File: src/verilog/vitc_cfg.svh
`ifndef VITC_CFG_SVH
`define VITC_CFG_SVH
// register byte addresses
`define VITC_ADDR_FORMAT   8'h00
`define VITC_ADDR_SERPAR   8'h04
`define VITC_ADDR_STATUS   8'h08
// video_input_format bit positions
`define VITC_F_DEINT       4
`define VITC_F_VS_POL      5
`define VITC_F_HS_POL      6
`define VITC_F_VACT_POL    7
`define VITC_F_RISE_SEL    8
`define VITC_F_BUF_LO      9
`define VITC_F_BUF_HI      10
`define VITC_F_TILE        11
`define VITC_F_TVS_POL     12
`define VITC_F_THS_POL     13
`define VITC_F_VMI_EN      14
`define VITC_F_TV_EN       15
`define VITC_F_GENLOCK     16
`define VITC_F_NO_VGA      17
`define VITC_F_GL_SRC      18
`define VITC_F_DE_SEL      19
`define VITC_F_HDEC        20
`define VITC_F_VDEC        21
`define VITC_F_PLAIN       22
`define VITC_F_VREF_FL     23
`define VITC_F_VACT_FL     24
`define VITC_F_MSB         24
// serial_parallel_port_control bit positions
`define VITC_S_HOST_EN     0
`define VITC_S_CS_N        1
`define VITC_S_STB_A       2
`define VITC_S_STB_B       3
`define VITC_S_SYNC_OE     29
// status register bit positions
`define VITC_T_EVEN        0
`define VITC_T_CFG_OK      1
`define VITC_T_ROM         2
// reset values
`define VITC_FORMAT_RST    25'h0000000
`define VITC_SERPAR_RST    4'h0
`endif

File: src/verilog/vitc_pkg.sv
package vitc_pkg;
	// one rgb888 pixel headed for the encoder
	typedef struct packed {
		logic [7:0] r;
		logic [7:0] g;
		logic [7:0] b;
	} vitc_pixel_type;
	// clock that the remaining video logic runs on
	typedef enum logic [1:0] {
		VITC_CLK_PLL = 2'h0,
		VITC_CLK_VMI = 2'h1,
		VITC_CLK_TV  = 2'h2
	} vitc_clk_sel_type;
	// origin of the video timing
	typedef enum logic [1:0] {
		VITC_TIM_VGA = 2'h0,
		VITC_TIM_VMI = 2'h1,
		VITC_TIM_TV  = 2'h2
	} vitc_tim_sel_type;
	// raw syncs from outside, pre-polarity
	typedef struct packed {
		logic vsync;
		logic hsync;
	} vitc_sync_type;
endpackage

File: src/verilog/vitc_port.sv
// The placing of the registers and the strobed register port were decided locally.
`timescale 1ns/100ps
`include "vitc_cfg.svh"
// Functional notes
// - format bit 7 inverts vmi active qualifier
// - blue/green half on bus, edge by bit 8
// - red/green half on other edge
// - bits 10:9 pick single/double/triple buffering
// - bit 11 picks linear or tiled buffer
// - bits 12/13 invert encoder vsync/hsync
// - bits 14/15 enable vmi and tv sides
// - bit 16 picks pll or genlock clock
// - bit 17 picks vga or external timing
// - bit 18 picks vmi or encoder genlock
// - bit 19 gates output with display enable
// - bits 20/21 enable h/v decimation
// - bit 22 selects plain bus ordering
// - bits 23/24 enable flushes, rest reserved
// - vsync trailing edge, hsync active means even
// - driver enable low while vmi owns pins
// - software enables sync drivers, vmi drives always
// - bit 0 enables host port, cs held off
// - bits 1..3 drive chip select and strobes
// - bits 5/6 invert vmi vsync/hsync
// - bit 4 weaves two fields per frame
module vitc_port (
	input  wire logic                      ref_clk,        // 250 MHz core clock
	input  wire logic                      sys_rst,        // sync reset, high
	input  wire logic [7:0]                reg_addr,       // register byte address
	input  wire logic [31:0]               reg_wdata,      // write data
	input  wire logic                      reg_wr,         // write strobe
	input  wire logic                      reg_rd,         // read strobe
	output logic      [31:0]               reg_rdata,      // read data, cycle after strobe
	input  wire logic                      vmi_pixclk,     // vmi pixel clock pin
	input  wire vitc_pkg::vitc_sync_type   vmi_sync,       // vmi syncs pin
	input  wire logic                      vmi_vactive,    // vmi active video pin
	input  wire logic                      encoder_clock_input, // encoder clock pin
	input  wire vitc_pkg::vitc_sync_type   tv_sync,        // encoder syncs pin
	input  wire vitc_pkg::vitc_sync_type   vga_sync,       // internal vga syncs
	input  wire logic                      vga_blank_n,    // internal vga blank
	input  wire logic                      display_ena,    // internal display enable
	input  wire vitc_pkg::vitc_pixel_type  pix_in,         // pixel for the encoder
	input  wire logic                      pix_valid,      // pixel strobe
	input  wire logic                      rom_access,     // rom owns shared pins
	output logic      [11:0]               tv_data_rise,   // bus half for rising edge
	output logic      [11:0]               tv_data_fall,   // bus half for falling edge
	output logic                           tv_blank_n,     // blank to encoder
	output vitc_pkg::vitc_sync_type        timing_sync,    // chosen timing, active high
	output vitc_pkg::vitc_clk_sel_type     video_clk_sel,  // clock mux select
	output logic                           vmi_active,     // qualifier, active high
	output logic                           field_even,     // last field parity
	output logic                           frame_done,     // pulse per stored frame
	output logic                           vref_flush,     // flush pulse on vref
	output logic                           vact_flush,     // flush pulse on vact
	output logic      [1:0]                buf_mode,       // 0 single,1 double,2 triple
	output logic                           buf_tiled,      // tiled addressing
	output logic                           hdec_en,        // horizontal decimation
	output logic                           vdec_en,        // vertical decimation
	output logic                           vmi_cs_n,       // host port chip select
	output logic                           vmi_stb_a_n,    // data strobe or read strobe
	output logic                           vmi_stb_b_n,    // read/write or write strobe
	output logic                           gpio_drv_oe,    // gpio0 shared-pin driver enable
	output logic                           gpio_sync_oe    // gpio1 sync driver enable
);
	// programmable state
	logic [`VITC_F_MSB:0] fmt_q;      // video_input_format
	logic [3:0]           spp_q;      // serial_parallel_port_control low bits
	logic                 sync_oe_q;  // serial_parallel_port_control gpio1 bit
	logic [31:0]          rdata_q;    // registered read data

	// two-stage synchronisers for every pin that arrives from outside
	logic [6:0] s1_q;                 // first stage, read only by second
	logic [6:0] s2_q;                 // second stage, safe to use
	logic       pclk_d1_q;            // pixel clock history

	// derived state
	logic       vs_lat_q;             // vmi vsync at last pixel clock edge
	logic       vact_lat_q;           // vmi active at last pixel clock edge
	logic       field_phase_q;        // weave half-frame tracker
	logic       even_q;
	logic       frame_q;
	logic       vref_q;
	logic       vact_fl_q;
	logic [11:0] rise_q;
	logic [11:0] fall_q;
	logic       blank_q;
	vitc_pkg::vitc_sync_type     tsync_q;
	vitc_pkg::vitc_clk_sel_type  clk_sel_q;
	logic       active_q;
	logic       cs_q;
	logic       stb_a_q;
	logic       stb_b_q;
	logic       drv_oe_q;

	// scrambled halves keep the encoder's split of colour bits
	function automatic logic [11:0] half_bg(input vitc_pkg::vitc_pixel_type p,
			input logic plain);
		half_bg = plain ? {p.b[0], p.b[1], p.b[2], p.b[3], p.b[4], p.b[5], p.b[6],
			p.b[7], p.g[0], p.g[1], p.g[2], p.g[3]}
			: {p.g[4:2], p.b[7:3], p.g[0], p.b[2:0]};
	endfunction
	function automatic logic [11:0] half_rg(input vitc_pkg::vitc_pixel_type p,
			input logic plain);
		half_rg = plain ? {p.g[4], p.g[5], p.g[6], p.g[7], p.r[0], p.r[1], p.r[2],
			p.r[3], p.r[4], p.r[5], p.r[6], p.r[7]}
			: {p.r[7:3], p.g[7:5], p.r[2:0], p.g[1]};
	endfunction

	// pin synchroniser order
	localparam int SI_PCLK = 0;
	localparam int SI_VVS  = 1;
	localparam int SI_VHS  = 2;
	localparam int SI_VACT = 3;
	localparam int SI_TVS  = 4;
	localparam int SI_THS  = 5;
	localparam int SI_TCLK = 6;

	// address decode
	wire sel_fmt  = (reg_addr == `VITC_ADDR_FORMAT);
	wire sel_spp  = (reg_addr == `VITC_ADDR_SERPAR);
	wire sel_stat = (reg_addr == `VITC_ADDR_STATUS);
	wire wr_fmt   = reg_wr & sel_fmt;
	wire wr_spp   = reg_wr & sel_spp;

	// polarity-corrected syncs, all active high from here on
	wire vmi_vs   = s2_q[SI_VVS] ^ fmt_q[`VITC_F_VS_POL];
	wire vmi_hs   = s2_q[SI_VHS] ^ fmt_q[`VITC_F_HS_POL];
	wire vmi_va   = s2_q[SI_VACT] ^ fmt_q[`VITC_F_VACT_POL];
	wire tv_vs    = s2_q[SI_TVS] ^ fmt_q[`VITC_F_TVS_POL];
	wire tv_hs    = s2_q[SI_THS] ^ fmt_q[`VITC_F_THS_POL];
	// pixel clock rising edge: field detection takes the syncs only there
	wire pclk_rise = s2_q[SI_PCLK] & ~pclk_d1_q;
	wire vmi_on    = fmt_q[`VITC_F_VMI_EN];
	wire tv_on     = fmt_q[`VITC_F_TV_EN];
	// vsync trailing edge seen at a pixel clock edge
	wire vs_trail  = vmi_on & pclk_rise & vs_lat_q & ~vmi_vs;
	wire va_lead   = vmi_on & pclk_rise & ~vact_lat_q & vmi_va;
	wire weave     = fmt_q[`VITC_F_DEINT];
	// frame complete: every field, or every second field when weaving
	wire frame_evt = vs_trail & (~weave | field_phase_q);

	// clock and timing source
	wire gl_en    = fmt_q[`VITC_F_GENLOCK];
	wire gl_tv    = fmt_q[`VITC_F_GL_SRC];
	wire no_vga   = fmt_q[`VITC_F_NO_VGA];
	wire vitc_pkg::vitc_clk_sel_type clk_sel_d = !gl_en ? vitc_pkg::VITC_CLK_PLL
		: (gl_tv ? vitc_pkg::VITC_CLK_TV : vitc_pkg::VITC_CLK_VMI);
	// struct order is {vsync, hsync}, so a plain concatenation fills it
	wire vitc_pkg::vitc_sync_type ext_sync = gl_tv ? {tv_vs, tv_hs} : {vmi_vs, vmi_hs};
	wire vitc_pkg::vitc_sync_type tsync_d = no_vga ? ext_sync : vga_sync;
	// output gating signal: display enable or vga blank
	wire gate_d   = fmt_q[`VITC_F_DE_SEL] ? display_ena : vga_blank_n;
	// status only: flags combinations outside the supported set
	wire cfg_ok   = (gl_en == no_vga) ? (!gl_en | gl_tv) : (gl_en & !gl_tv);
	wire plain    = fmt_q[`VITC_F_PLAIN];
	wire [11:0] bg_half = half_bg(pix_in, plain);
	wire [11:0] rg_half = half_rg(pix_in, plain);

	// read mux, reserved and unmapped bits read zero
	wire [31:0] spp_rd  = {2'h0, sync_oe_q, 25'h0, spp_q};
	wire [31:0] stat_rd = {29'h0, drv_oe_q, cfg_ok, even_q};
	wire [31:0] rd_d    = sel_fmt ? {7'h00, fmt_q} : sel_spp ? spp_rd
		: sel_stat ? stat_rd : 32'h00000000;

	// register writes
	always_ff @(posedge ref_clk) begin
		if (sys_rst) begin
			fmt_q     <= `VITC_FORMAT_RST;
			spp_q     <= `VITC_SERPAR_RST;
			sync_oe_q <= 1'b0;
		end else begin
			if (wr_fmt) begin
				fmt_q <= reg_wdata[`VITC_F_MSB:0];
			end
			if (wr_spp) begin
				spp_q     <= reg_wdata[`VITC_S_STB_B:`VITC_S_HOST_EN];
				sync_oe_q <= reg_wdata[`VITC_S_SYNC_OE];
			end
		end
	end

	// read data stands only in the cycle after the strobe
	always_ff @(posedge ref_clk) begin
		if (sys_rst) begin
			rdata_q <= 32'h00000000;
		end else begin
			rdata_q <= reg_rd ? rd_d : 32'h00000000;
		end
	end

	// synchronisers; stage one feeds stage two and nothing else
	always_ff @(posedge ref_clk) begin
		if (sys_rst) begin
			s1_q      <= 7'h00;
			s2_q      <= 7'h00;
			pclk_d1_q <= 1'b0;
		end else begin
			s1_q      <= {encoder_clock_input, tv_sync.hsync, tv_sync.vsync, vmi_vactive,
				vmi_sync.hsync, vmi_sync.vsync, vmi_pixclk};
			s2_q      <= s1_q;
			pclk_d1_q <= s2_q[SI_PCLK];
		end
	end

	// field detection and flush events on pixel clock edges
	always_ff @(posedge ref_clk) begin
		if (sys_rst) begin
			vs_lat_q      <= 1'b0;
			vact_lat_q    <= 1'b0;
			field_phase_q <= 1'b0;
			even_q        <= 1'b0;
			frame_q       <= 1'b0;
			vref_q        <= 1'b0;
			vact_fl_q     <= 1'b0;
		end else begin
			if (pclk_rise) begin
				vs_lat_q   <= vmi_vs;
				vact_lat_q <= vmi_va;
			end
			if (vs_trail) begin
				even_q        <= vmi_hs;
				field_phase_q <= weave & ~field_phase_q;
			end
			frame_q   <= frame_evt;
			vref_q    <= vs_trail & fmt_q[`VITC_F_VREF_FL];
			vact_fl_q <= va_lead & fmt_q[`VITC_F_VACT_FL];
		end
	end

	// encoder bus: bit 8 swaps which half goes on which edge
	always_ff @(posedge ref_clk) begin
		if (sys_rst) begin
			rise_q  <= 12'h000;
			fall_q  <= 12'h000;
			blank_q <= 1'b0;
		end else begin
			if (!tv_on) begin
				rise_q <= 12'h000;
				fall_q <= 12'h000;
			end else if (pix_valid) begin
				rise_q <= fmt_q[`VITC_F_RISE_SEL] ? rg_half : bg_half;
				fall_q <= fmt_q[`VITC_F_RISE_SEL] ? bg_half : rg_half;
			end
			blank_q <= tv_on & gate_d;
		end
	end

	// timing selection and mode outputs
	always_ff @(posedge ref_clk) begin
		if (sys_rst) begin
			tsync_q   <= '{vsync: 1'b0, hsync: 1'b0};
			clk_sel_q <= vitc_pkg::VITC_CLK_PLL;
			active_q  <= 1'b0;
		end else begin
			tsync_q   <= tsync_d;
			clk_sel_q <= clk_sel_d;
			active_q  <= vmi_on & vmi_va;
		end
	end

	// host port pins; cs forced off while the port is disabled
	always_ff @(posedge ref_clk) begin
		if (sys_rst) begin
			cs_q     <= 1'b1;
			stb_a_q  <= 1'b1;
			stb_b_q  <= 1'b1;
			drv_oe_q <= 1'b0;
		end else begin
			cs_q     <= ~spp_q[`VITC_S_HOST_EN] | spp_q[`VITC_S_CS_N];
			stb_a_q  <= spp_q[`VITC_S_STB_A];
			stb_b_q  <= spp_q[`VITC_S_STB_B];
			drv_oe_q <= rom_access;
		end
	end

	// mode fields drive the capture engine straight from the register
	assign buf_mode      = fmt_q[`VITC_F_BUF_HI:`VITC_F_BUF_LO];
	assign buf_tiled     = fmt_q[`VITC_F_TILE];
	assign hdec_en       = fmt_q[`VITC_F_HDEC];
	assign vdec_en       = fmt_q[`VITC_F_VDEC];
	assign reg_rdata     = rdata_q;
	assign tv_data_rise  = rise_q;
	assign tv_data_fall  = fall_q;
	assign tv_blank_n    = blank_q;
	assign timing_sync   = tsync_q;
	assign video_clk_sel = clk_sel_q;
	assign vmi_active    = active_q;
	assign field_even    = even_q;
	assign frame_done    = frame_q;
	assign vref_flush    = vref_q;
	assign vact_flush    = vact_fl_q;
	assign vmi_cs_n      = cs_q;
	assign vmi_stb_a_n   = stb_a_q;
	assign vmi_stb_b_n   = stb_b_q;
	assign gpio_drv_oe   = drv_oe_q;
	assign gpio_sync_oe  = sync_oe_q;
endmodule // vitc_port

File: config.mk
export PLATFORM = sky130hd
export DESIGN_NAME = vitc_port
export DESIGN_NICKNAME = d
export VERILOG_FILES = /design/src/verilog/vitc_pkg.sv /design/src/verilog/vitc_port.sv
export VERILOG_INCLUDE_DIRS = /design/src /design/src/verilog
export SDC_FILE = /design/constraint.sdc
export NUM_CORES = 1
export LEC_CHECK = 0
export ABC_AREA = 1
export BUFFER_PORTS_ARGS = -buffer_cell sky130_fd_sc_hd__buf_2
export CAP_MARGIN = 20
export CORE_ASPECT_RATIO = 0.8
export CORE_UTILIZATION = 36
export CTS_BUF_LIST = sky130_fd_sc_hd__clkbuf_8
export DETAILED_ROUTE_END_ITERATION = 10
export PLACE_DENSITY = 0.63
export SLEW_MARGIN = 30
export SYNTH_ARGS = -nofsm -noshare
export SYNTH_HDL_FRONTEND = slang
export SYNTH_SLANG_ARGS = --single-unit
File: constraint.sdc
create_clock -name ref_clk -period 1.6 [get_ports ref_clk]
set_input_delay 0.32 -clock ref_clk [delete_from_list [all_inputs] [get_ports ref_clk]]
set_output_delay 0.32 -clock ref_clk [all_outputs]
set_load 0.1 [all_outputs]
Word-level counts from Yosys, hierarchy flattened --
Cells that the tools add are included.
Storage, ports and cells: bits in registers 116, latch bits 0, bits in writable memories 0, ROM bits 0, logic and storage cells 82, memories 0
Operators by class: add/subtract/negate cells 0, multiply operators 0, div/mod/pow operators 0, order comparisons 0, eq/ne operators 3, shift operators 0, mux-type cells 12, bitwise operators 32, reduce and logical (&&, ||, !) cells 8
Operators by type and width (number):
- $mux W12 | 4
- $mux W30 | 1
- $mux W25 | 1
- $and A1 B1 Y1 | 15
- $not A1 Y1 | 9
- $eq A8 B3 Y1 const B | 1
- $eq A8 B4 Y1 const B | 1
- $logic_not A8 Y1 | 1
- $mux W2 | 3
- $reduce_or A2 Y1 | 3
- $xor A1 B1 Y1 | 5
- $reduce_or A4 Y1 | 1
- $mux W3 | 1
- $or A1 B1 Y1 | 3
- $reduce_or A3 Y1 | 1
- $logic_not A1 Y1 | 2
- $mux W1 | 2
- $eq A1 B1 Y1 | 1

Logic depth before layout (Yosys ltp) --
Gate-level depths: netlist of run 1.
depth in word-level cells 6, gate-level depth with buffers 8

Worst setup path after synthesis of run 1 --
No wires, ideal clock.
kind register to register, from reg even_q, in the netlist field_even, to reg rdata_q[0], in the netlist reg_rdata[0], setup time 0.056 ns, arrival time 1.280 ns, required time 1.544 ns, slack 0.264 ns, cell stages (with the launch flop) 5, path buffers 0, clock period less this slack 1.336 ns, path through dfxtp_1 -> nand3_1 -> nand3_1 -> nand2_1 -> inv_1
On the way: longest elaborated chain between the ends 3
RTL lines:
- start: declaration | line vitc_port.sv:80 | logic even_q;
- start signal: assignment | line vitc_port.sv:221 | even_q <= vmi_hs;
- $mux W3 | line vitc_port.sv:163 | : sel_stat ? stat_rd : 32'h00000000;
- $mux W30 | line vitc_port.sv:162 | wire [31:0] rd_d = sel_fmt ? {7'h00, fmt_q} : sel_spp ? spp_rd
- $mux W25 | line vitc_port.sv:162
- end signal: assignment | line vitc_port.sv:187 | rdata_q <= reg_rd ? rd_d : 32'h00000000;
- end: declaration | line vitc_port.sv:69 | logic [31:0] rdata_q;
No other way between the ends. A chain may end at the register's enable or synchronous reset.

Worst setup path after layout of run 1 --
from reg fmt_q[9], to out buf_mode[0]
RTL lines:
- start: declaration | line vitc_port.sv:66 | logic [`VITC_F_MSB:0] fmt_q;
- start signal: assignment | line vitc_port.sv:168 | fmt_q <= `VITC_FORMAT_RST;
- start signal: assignment | line vitc_port.sv:173 | fmt_q <= reg_wdata[`VITC_F_MSB:0];
- end: declaration | line vitc_port.sv:55 | output logic [1:0] buf_mode,
No word-level cell between the ends.

==> impl_metrics.yaml, run 1 <==
status:
  run_status: "finished, final reports clean"
setup_path:
  cp-end-kind: "primary output"
  start_kind: "register"
  cpPeakStageDelay_ns: 0.43
  path_max_fanout: 3
  cpLargestDelayFamily: "buffers and inverters"
  worstPathRequired_ns: 1.28
  worstPathBufferInverterCount: 1
  path_cells: "buf_2"
  cpMaxStageDelayCell: "buf_2"
  arrival_ns: 1.17
  r2r-start: "s2_q[0]"
  setup.worst_path.start: "fmt_q[9]"
  path_class: "reg -> out"
layout:
  final_common_cell: "nand2_1"
  nFillCells: 1381
  multi_input_area_mm2: 0.00199
  syn2layout_area_growth_pct: 23.0
  final_core_util: 0.455
  drive_above_1_share: 0.266
  seqCellArea_mm2: 0.00220
  layout.nets: 893
  final_cell_mix: "149 x nand2_1, 142 x buf_2, 136 x nor2_1, 110 x dfxtp_1, 88 x inv_1"
logic_synthesis:
  ys_top_cells_by_area: "dfxtp_1 46%, nand2_1 12%, nor2_1 11%"
  synthCells: 679
  synth_top_area_share: 0.463
  synth_area_mm2: 0.00476
  syn_area_per_cell_um2: 7.00
  ys_warn_count: 0
  ys_seq_elements: 110
  ys_seq_area_frac: 0.463
  synth.distinct_cells: 28
  synth_largest_area_cell: "dfxtp_1"
die:
  row_count: 37
  die_area_mm2: 0.0137
  coreArea_mm2: 0.0129
  initial_core_util: 0.370
  dieHeight_um: 105
  io_pins: 157
  die_x_um: 131
clock_network:
  htree_levels: 3
  clock-root-buffer: "clkbuf_8"
  cts_tree: "yes"
  post-cts-setup-buffers: 0
  clk_latency_ns: 0.37
  clk_path_buf_depth: 2
  clock-sinks: 110
  cts_made_buffers: 9
  clkTransAtPathRegs_ns: 0.11
grt:
  track_usage: 0.174
  antenna_found_initial: 1
  gr-total-overflow: 0
  grt_pass1_wl_um: 18500
  first_global_vias: 3728
  grt_max_degree: 37
sta:
  post-route-min-period_ns: 1.49
  setup_tns_ns: 0
  fin_crit_sh: 0.934
  rsz0062_at_grt: "no"
  setup_viol: 0
  clock.fmax_mhz: 669
  hold_violations: 0
  fin_skew_ns: 0.00772
  drv_slew: 0
power:
  leakagePower_nw: 2.99
  irDropWorstVdd_mv: 0.415
  power_density_mw_per_mm2: 839
place:
  routabilityCongestion: 0.853
  io_buffers: 143
  hpwl_um: 8300
routing:
  first_pass_iters: 4
  first_iter_violations: 257
  wl_per_cell_um: 11.5
  drt_wl_total_um: 11400
  drc: 0
  antenna_left: 0
  vias_per_cell: 4.29
  dr_total_vias: 4263
min_path:
  worstHoldStart: "vmi_sync[1]"
  hold_class: "in -> reg"
job:
  cap_violations: 0
-- stage by stage --
stage	hold WS, ns	worst slack [ns]	total power (W)	cell area, um^2	cells
global placement	0.390	0.124	0.00331	5640	976
detailed placement	0.393	0.0994	0.00331	5640	976
CTS	0.112	0.0797	0.00497	5850	992
finish	0.137	0.106	0.00491	5850	993
floorplan	0.388	0.264	0.00316	4770	684
global route	0.113	0.0294	0.00514	5850	993
-- power by group --
group | internal, W | switching, W
clock | 0.000621 | 0.00103
combinational | 0.000157 | 0.000322
sequential | 0.00276 | 0.00000928
-- cell families after synthesis --
family,count (synthesis),synth area share
simple gates,391,0.364
flops,110,0.463
compound gates,40,0.0421
xor+xnor,4,0.00737
other cells,1,0.000789
buf+inv,133,0.123
-- cells in the mapped netlist --
library cell and count:
nor2_8 1, nand2_1 149, buf_2 12, buf_4 8, inv_1 88, clkbuf_1 11, dfxtp_1 110, nand3_1 41
clkinv_1 1, nor3_1 1, inv_4 1, nor2_1 136, a21oi_1 12, nor3_2 1, xor2_1 3, inv_2 3
o21ai_1 1, xnor2_1 1, buf_6 5, nor2_2 31, o21ai_0 27, nor4_1 2, conb_1 1, nor2_4 1
buf_1 4, nand3b_1 22, or2_2 3, nand2_2 3
-- cell type report --
type                    instances  area share
well taps                     175      0.0374
flip-flops and latches        110       0.376
clock inverters                 7      0.0133
diodes                          1    0.000428
clock buffers                   9      0.0212
inverters                      93      0.0601
multi-input cells             441       0.340
repair buffers                157       0.151
-- worst paths after layout --
check / endpoint / slack [ns] / cells after the start
setup / recovery: buf_mode[0] / 0.11 / 1
hold / removal: s1_q[1] / 0.14 / 3
setup reg to reg: field_phase_q / 0.35 / 7
hold reg to reg: s2_q[3] / 0.41 / 2
-- worst reg2reg max path, stage by stage, from the launching register on --
cell and delay, ns:
dfxtp_1 0.35, nand2_1 0.11, nor2_1 0.15, nand2_1 0.09, nor2_1 0.23, nand2_1 0.11, nand2_1 0.08, nor2_1 0.04
-- state kept, by name, indices dropped and copies added, names as in the netlist, 4 cells and up --
name and flops:
fmt_q 25, reg_rdata 26, s1_q 6, s2_q 6
spp_q 4, tv_data_fall 12, tv_data_rise 12
-- layer usage --
layer  GRT usage  vias up  share of wire
met4      0.0484        0          0.013
met5           0        -              0
met3      0.0379       12          0.062
met1       0.252     1826           0.51
met2       0.258      134           0.42
li1            -     2291              -
-- repair_timing --
action                                  4_1_cts  5_1_grt
hold endpoints to repair                      0        0
endpoints found under the setup margin        1        0
gates resized for setup                       1        0
hold buffers                                  0        0
No activity file was read; power rests on OpenSTA's default activity.
==> inputs of run 2 (changes only) <==
ABC_AREA = 0   (was 1)
PLACE_DENSITY = 0.64   (was 0.63)
==> run 2 against run 1 <==
- die area fell by 5.6%
- setup slack got worse by 0.023 ns
- synthesized cell count decreased by 36%
- clock-buffer cell count rose by 1
- clock skew increased by 0.0029 ns
- utilization grew 1.0 points
- area after synthesis fell by 5.7%
- via count down 19%
- flip-flop and latch count stayed put
- critical endpoint is now field_even
- highest routed layer unchanged
==> impl_metrics.yaml, run 2 <==
sta:
  maxSlewHeadroom: 0.645
  fin_crit_sh: 0.948
  tightest_slew_ns: 0.536
  rsz0062_at_grt: "no"
  hold_violations: 0
  setup_viol: 0
  drv_slew: 0
  timing.final.ws_setup_ns: 0.0832
  clock.fmax_mhz: 659
  post-route-min-period_ns: 1.52
  fin_skew_ns: 0.0106
logic_synthesis:
  ys_seq_area_frac: 0.491
  netlist_top_cells_count: "110 x dfxtp_1, 58 x nand2b_1, 55 x mux2i_1"
  synth_area_mm2: 0.00449
  syn_area_per_cell_um2: 10.3
  ys_top_cells_by_area: "dfxtp_1 49%, mux2i_1 12%, nand2b_1 8.1%"
  yosysMostFrequentCell: "dfxtp_1"
  synthCells: 437
  synth-edff-count: 0
  synth_ff_type: "dfxtp_1"
  synth_largest_area_cell: "dfxtp_1"
  synth.distinct_cells: 41
  ys_seq_elements: 110
  synthArstFlopShare: 0
  synth_top_area_share: 0.491
  ys_warn_count: 0
setup_path:
  start_kind: "register"
  path_cells: "buf_2"
  cpPeakStageDelay_ns: 0.44
  arrival_ns: 1.20
  cpMaxStageDelayCell: "buf_2"
  cp_num_cells: 1
  worstPathBufferInverterCount: 1
  rrSetupSlack_ns: 0.20
  worstPathRequired_ns: 1.28
  ff2ff_path_depth: 4
  path_max_fanout: 3
  cpLargestDelayFamily: "buffers and inverters"
  cp-end-kind: "primary output"
  path_class: "reg -> out"
clock_network:
  cts_made_buffers: 9
  clkTransAtPathRegs_ns: 0.11
  clock-root-buffer: "clkbuf_8"
  clk_path_buf_depth: 2
  post-cts-setup-buffers: 0
  clock-sinks: 110
  cts_tree: "yes"
  cts_hold_buf: 0
  clk_latency_ns: 0.38
  cts_resized: 0
  htree_levels: 3
layout:
  n_antenna_cell: 0
  nFillCells: 1177
  seqCellArea_mm2: 0.00220
  multi_input_area_mm2: 0.00210
  drive_above_1_share: 0.360
  syn2layout_area_growth_pct: 26.0
  largest_reg_flops: 26
  final_common_cell: "buf_2"
  layout.nets: 661
  final_cell_mix: "143 x buf_2, 110 x dfxtp_1, 58 x nand2b_1, 55 x mux2i_1, 28 x nand2_1"
grt:
  grt_pass1_wl_um: 16100
  grt_max_degree: 46
  first_global_vias: 3217
  track_usage: 0.162
  gr-total-overflow: 0
  antenna_found_initial: 0
min_path:
  hold_class: "in -> reg"
  min_path_cells: 2
place:
  routabilityCongestion: 0.773
  io_buffers: 143
  place_ws_ns: -0.295
  hpwl_um: 7670
routing:
  first_pass_iters: 4
  dr_total_vias: 3435
  wl_per_cell_um: 14.2
  drc: 0
  antenna_left: 0
  first_iter_violations: 180
  drt_wl_total_um: 10500
  vias_per_cell: 4.67
die:
  row_count: 36
  io_pins: 157
  initial_core_util: 0.369
  coreArea_mm2: 0.0122
  die_area_mm2: 0.0129
  die_x_um: 127
  dieHeight_um: 102
power:
  power_density_mw_per_mm2: 872
  leakagePower_nw: 2.50
  p_total_w: 0.00493
  irDropWorstVdd_mv: 0.471
status:
  run_status: "finished, final reports clean"
job:
  cap_violations: 0
==> run 2: report_power, final <==
group,leakage (nW),switching (W),internal (W)
clock,0.103,0.000935,0.000775
sequential,0.890,0.00000949,0.00276
combinational,1.51,0.000265,0.000185
==> run 2: kinds of logic (layout without fill, tap and decap cells) <==
kind of cell    Yosys count  count (layout)  share of synthesized area
compound gates           45              45                     0.0661
xor+xnor                  6               6                     0.0117
buf+inv                  41             183                     0.0480
flops                   110             110                      0.491
mux                      75              75                      0.173
other cells               1               6                   0.000836
simple gates            159             159                      0.209
==> run 2: metrics by stage <==
stage	hold WS, ns	setup TNS, ns	cells	utilization	cell area (um^2)
6_report	0.148	0	736	0.465	5650
5_1_grt	0.124	0	736	0.465	5650
4_1_cts	0.121	0	736	0.465	5650
3_5_place_dp	0.394	-11.46	721	0.448	5450
3_3_place_gp	0.401	-10.19	721	0.448	5450
2_1_floorplan	0.372	-5.83	442	-	4520
==> run 2: path summary, 6_finish.rpt <==
kind,to,startpoint
setup / recovery,field_even,field_even
hold / removal,s1_q[1],vmi_sync[1]
setup reg to reg,tv_data_rise[9],fmt_q[22]
hold reg to reg,vmi_cs_n,spp_q[0]
==> run 2: layout make-up <==
type / instances / share of cell area
Sequential cell: 110 / 0.390
Multi-Input combinational cell: 291 / 0.371
Timing Repair Buffer: 163 / 0.166
Tap cell: 152 / 0.0337
Clock buffer: 10 / 0.0244
Clock inverter: 5 / 0.0115
Inverter: 5 / 0.00332
==> run 2: layer usage <==
| metal | GRT usage | vias up | routed length, um |
|---|---|---|---|
| li1 | - | 1748 | - |
| met1 | 0.218 | 1581 | 5030 |
| met5 | 0 | - | 0 |
| met4 | 0.0485 | 0 | 187 |
| met2 | 0.247 | 95 | 4640 |
| met3 | 0.0550 | 11 | 630 |
==> inputs of run 3 (changes only) <==
REMOVE_ABC_BUFFERS = 1   (was default)
==> run 3 against run 2 <==
- worst hold slack got worse by 0.014 ns
- largest power group unchanged
- die area is the same
- highest routed layer unchanged
- critical path type unchanged
- final area fell by 0.77%
==> impl_metrics.yaml, run 3 (synthesis gave the netlist of run 2 again) <==
grt:
  antenna_found_initial: 0
  grt_pass1_wl_um: 16200
  first_global_vias: 3359
  track_usage: 0.163
  gr-total-overflow: 0
  grt_max_degree: 45
power:
  irDropWorstVdd_mv: 0.532
  leakagePower_nw: 2.48
  power_density_mw_per_mm2: 857
setup_path:
  rrSetupSlack_ns: 0.27
  ff2ff_path_depth: 4
  path_cells: "buf_2"
  cpMaxStageDelayCell: "buf_2"
  cp-end-kind: "primary output"
  path_class: "reg -> out"
  cpPeakStageDelay_ns: 0.44
  start_kind: "register"
  cpLargestDelayFamily: "buffers and inverters"
  worstPathRequired_ns: 1.28
  path_max_fanout: 2
  reg2reg_to: "tv_data_fall[7]"
  arrival_ns: 1.20
  r2r-start: "fmt_q[22]"
  worstPathBufferInverterCount: 1
sta:
  post-route-min-period_ns: 1.52
  rsz0062_at_grt: "no"
  hold_violations: 0
  fin_crit_sh: 0.950
  setup_viol: 0
  fin_skew_ns: 0.00804
  tightest_slew_ns: 0.511
  drv_slew: 0
  setup_tns_ns: 0
  clock.fmax_mhz: 658
  maxSlewHeadroom: 0.661
clock_network:
  clock-root-buffer: "clkbuf_8"
  clk_path_buf_depth: 2
  post-cts-setup-buffers: 0
  cts_tree: "yes"
  cts_made_buffers: 9
  htree_levels: 3
  clkTransAtPathRegs_ns: 0.11
  clk_latency_ns: 0.39
  clock-sinks: 110
routing:
  wl_per_cell_um: 13.9
  antenna_left: 0
  dr_total_vias: 3475
  first_pass_iters: 4
  drt_wl_total_um: 10200
  drc: 0
  first_iter_violations: 194
  vias_per_cell: 4.70
layout:
  drive_above_1_share: 0.358
  seqCellArea_mm2: 0.00220
  multi_input_area_mm2: 0.00209
  syn2layout_area_growth_pct: 25.0
  layout.nets: 663
  largest_reg_flops: 26
  nFillCells: 1177
  final_cell_mix: "140 x buf_2, 110 x dfxtp_1, 58 x nand2b_1, 55 x mux2i_1, 28 x nand2_1"
  n_antenna_cell: 0
  final_common_cell: "buf_2"
  design_area_mm2: 0.00561
place:
  hpwl_um: 7320
  routabilityCongestion: 0.816
  io_buffers: 143
  post_dp_cell_area_mm2: 0.00542
die:
  coreArea_mm2: 0.0122
  die_x_um: 127
  io_pins: 157
  dieHeight_um: 102
  row_count: 36
  initial_core_util: 0.369
  die_area_mm2: 0.0129
min_path:
  worstHoldStart: "tv_sync[1]"
  hold_class: "in -> reg"
  min_path_cells: 2
  min_to: "s1_q[4]"
job:
  cap_violations: 0
status:
  run_status: "finished, final reports clean"
-- run 3: changes by cell type in the layout (fill, tap and decap cells not counted), moves of 2 or more --
cell | before | now
clkbuf_4 | 0 | 2
buf_12 | 6 | 3
inv_6 | 2 | 0
buf_2 | 143 | 140
inv_8 | 0 | 2
buf_4 | 14 | 20
-- run 3: final cells by class --
cell class,count,area share
flip-flops and latches,110,0.393
clock inverters,7,0.0107
well taps,152,0.0339
repair buffers,165,0.165
inverters,5,0.00335
multi-input cells,291,0.372
clock buffers,9,0.0221
-- run 3: worst max-delay path by stage --
stage / startpoint / end / slack [ns] / depth (start not counted)
after floorplan: reg_addr[1] / fmt_q[15] / -0.72 / 3
after global placement: reg_addr[5] / reg_rdata[0] / -0.27 / 4
after detailed placement: reg_addr[5] / fmt_q[23] / -0.31 / 6
after CTS: gpio_sync_oe / gpio_sync_oe / 0.02 / 1
after global routing: fmt_q[9] / buf_mode[0] / 0.01 / 1
final: tv_data_rise[7] / tv_data_rise[7] / 0.08 / 1
-- run 3: metrics by stage --
stage	cells	hold slack (ns)	worst slack [ns]	power [W]	utilization
finish	739	0.134	0.0806	0.00481	0.461
global route	739	0.108	0.0125	0.00504	0.461
CTS	739	0.103	0.0201	0.00489	0.461
detailed placement	723	0.416	-0.308	0.00327	0.445
global placement	723	0.406	-0.271	0.00327	0.445
floorplan	406	0.372	-0.719	0.00309	-
-- run 3: where the power goes --
part           internal [W]  switching [W]
sequential          0.00276     0.00000937
combinational      0.000177       0.000261
clock              0.000591        0.00101
-- run 3: routing by layer --
layer	GRT usage	up-vias	routed length, um
li1	-	1756	-
met1	0.202	1593	4890
met2	0.258	112	4400
met3	0.0728	14	813
met4	0.0476	0	136
met5	0	-	0
-- run 3: timing repair --
item	in CTS	in global routing
hold buffers	0	0
gates resized for setup	1	2
setup endpoints to repair	1	2
pin swaps	0	0
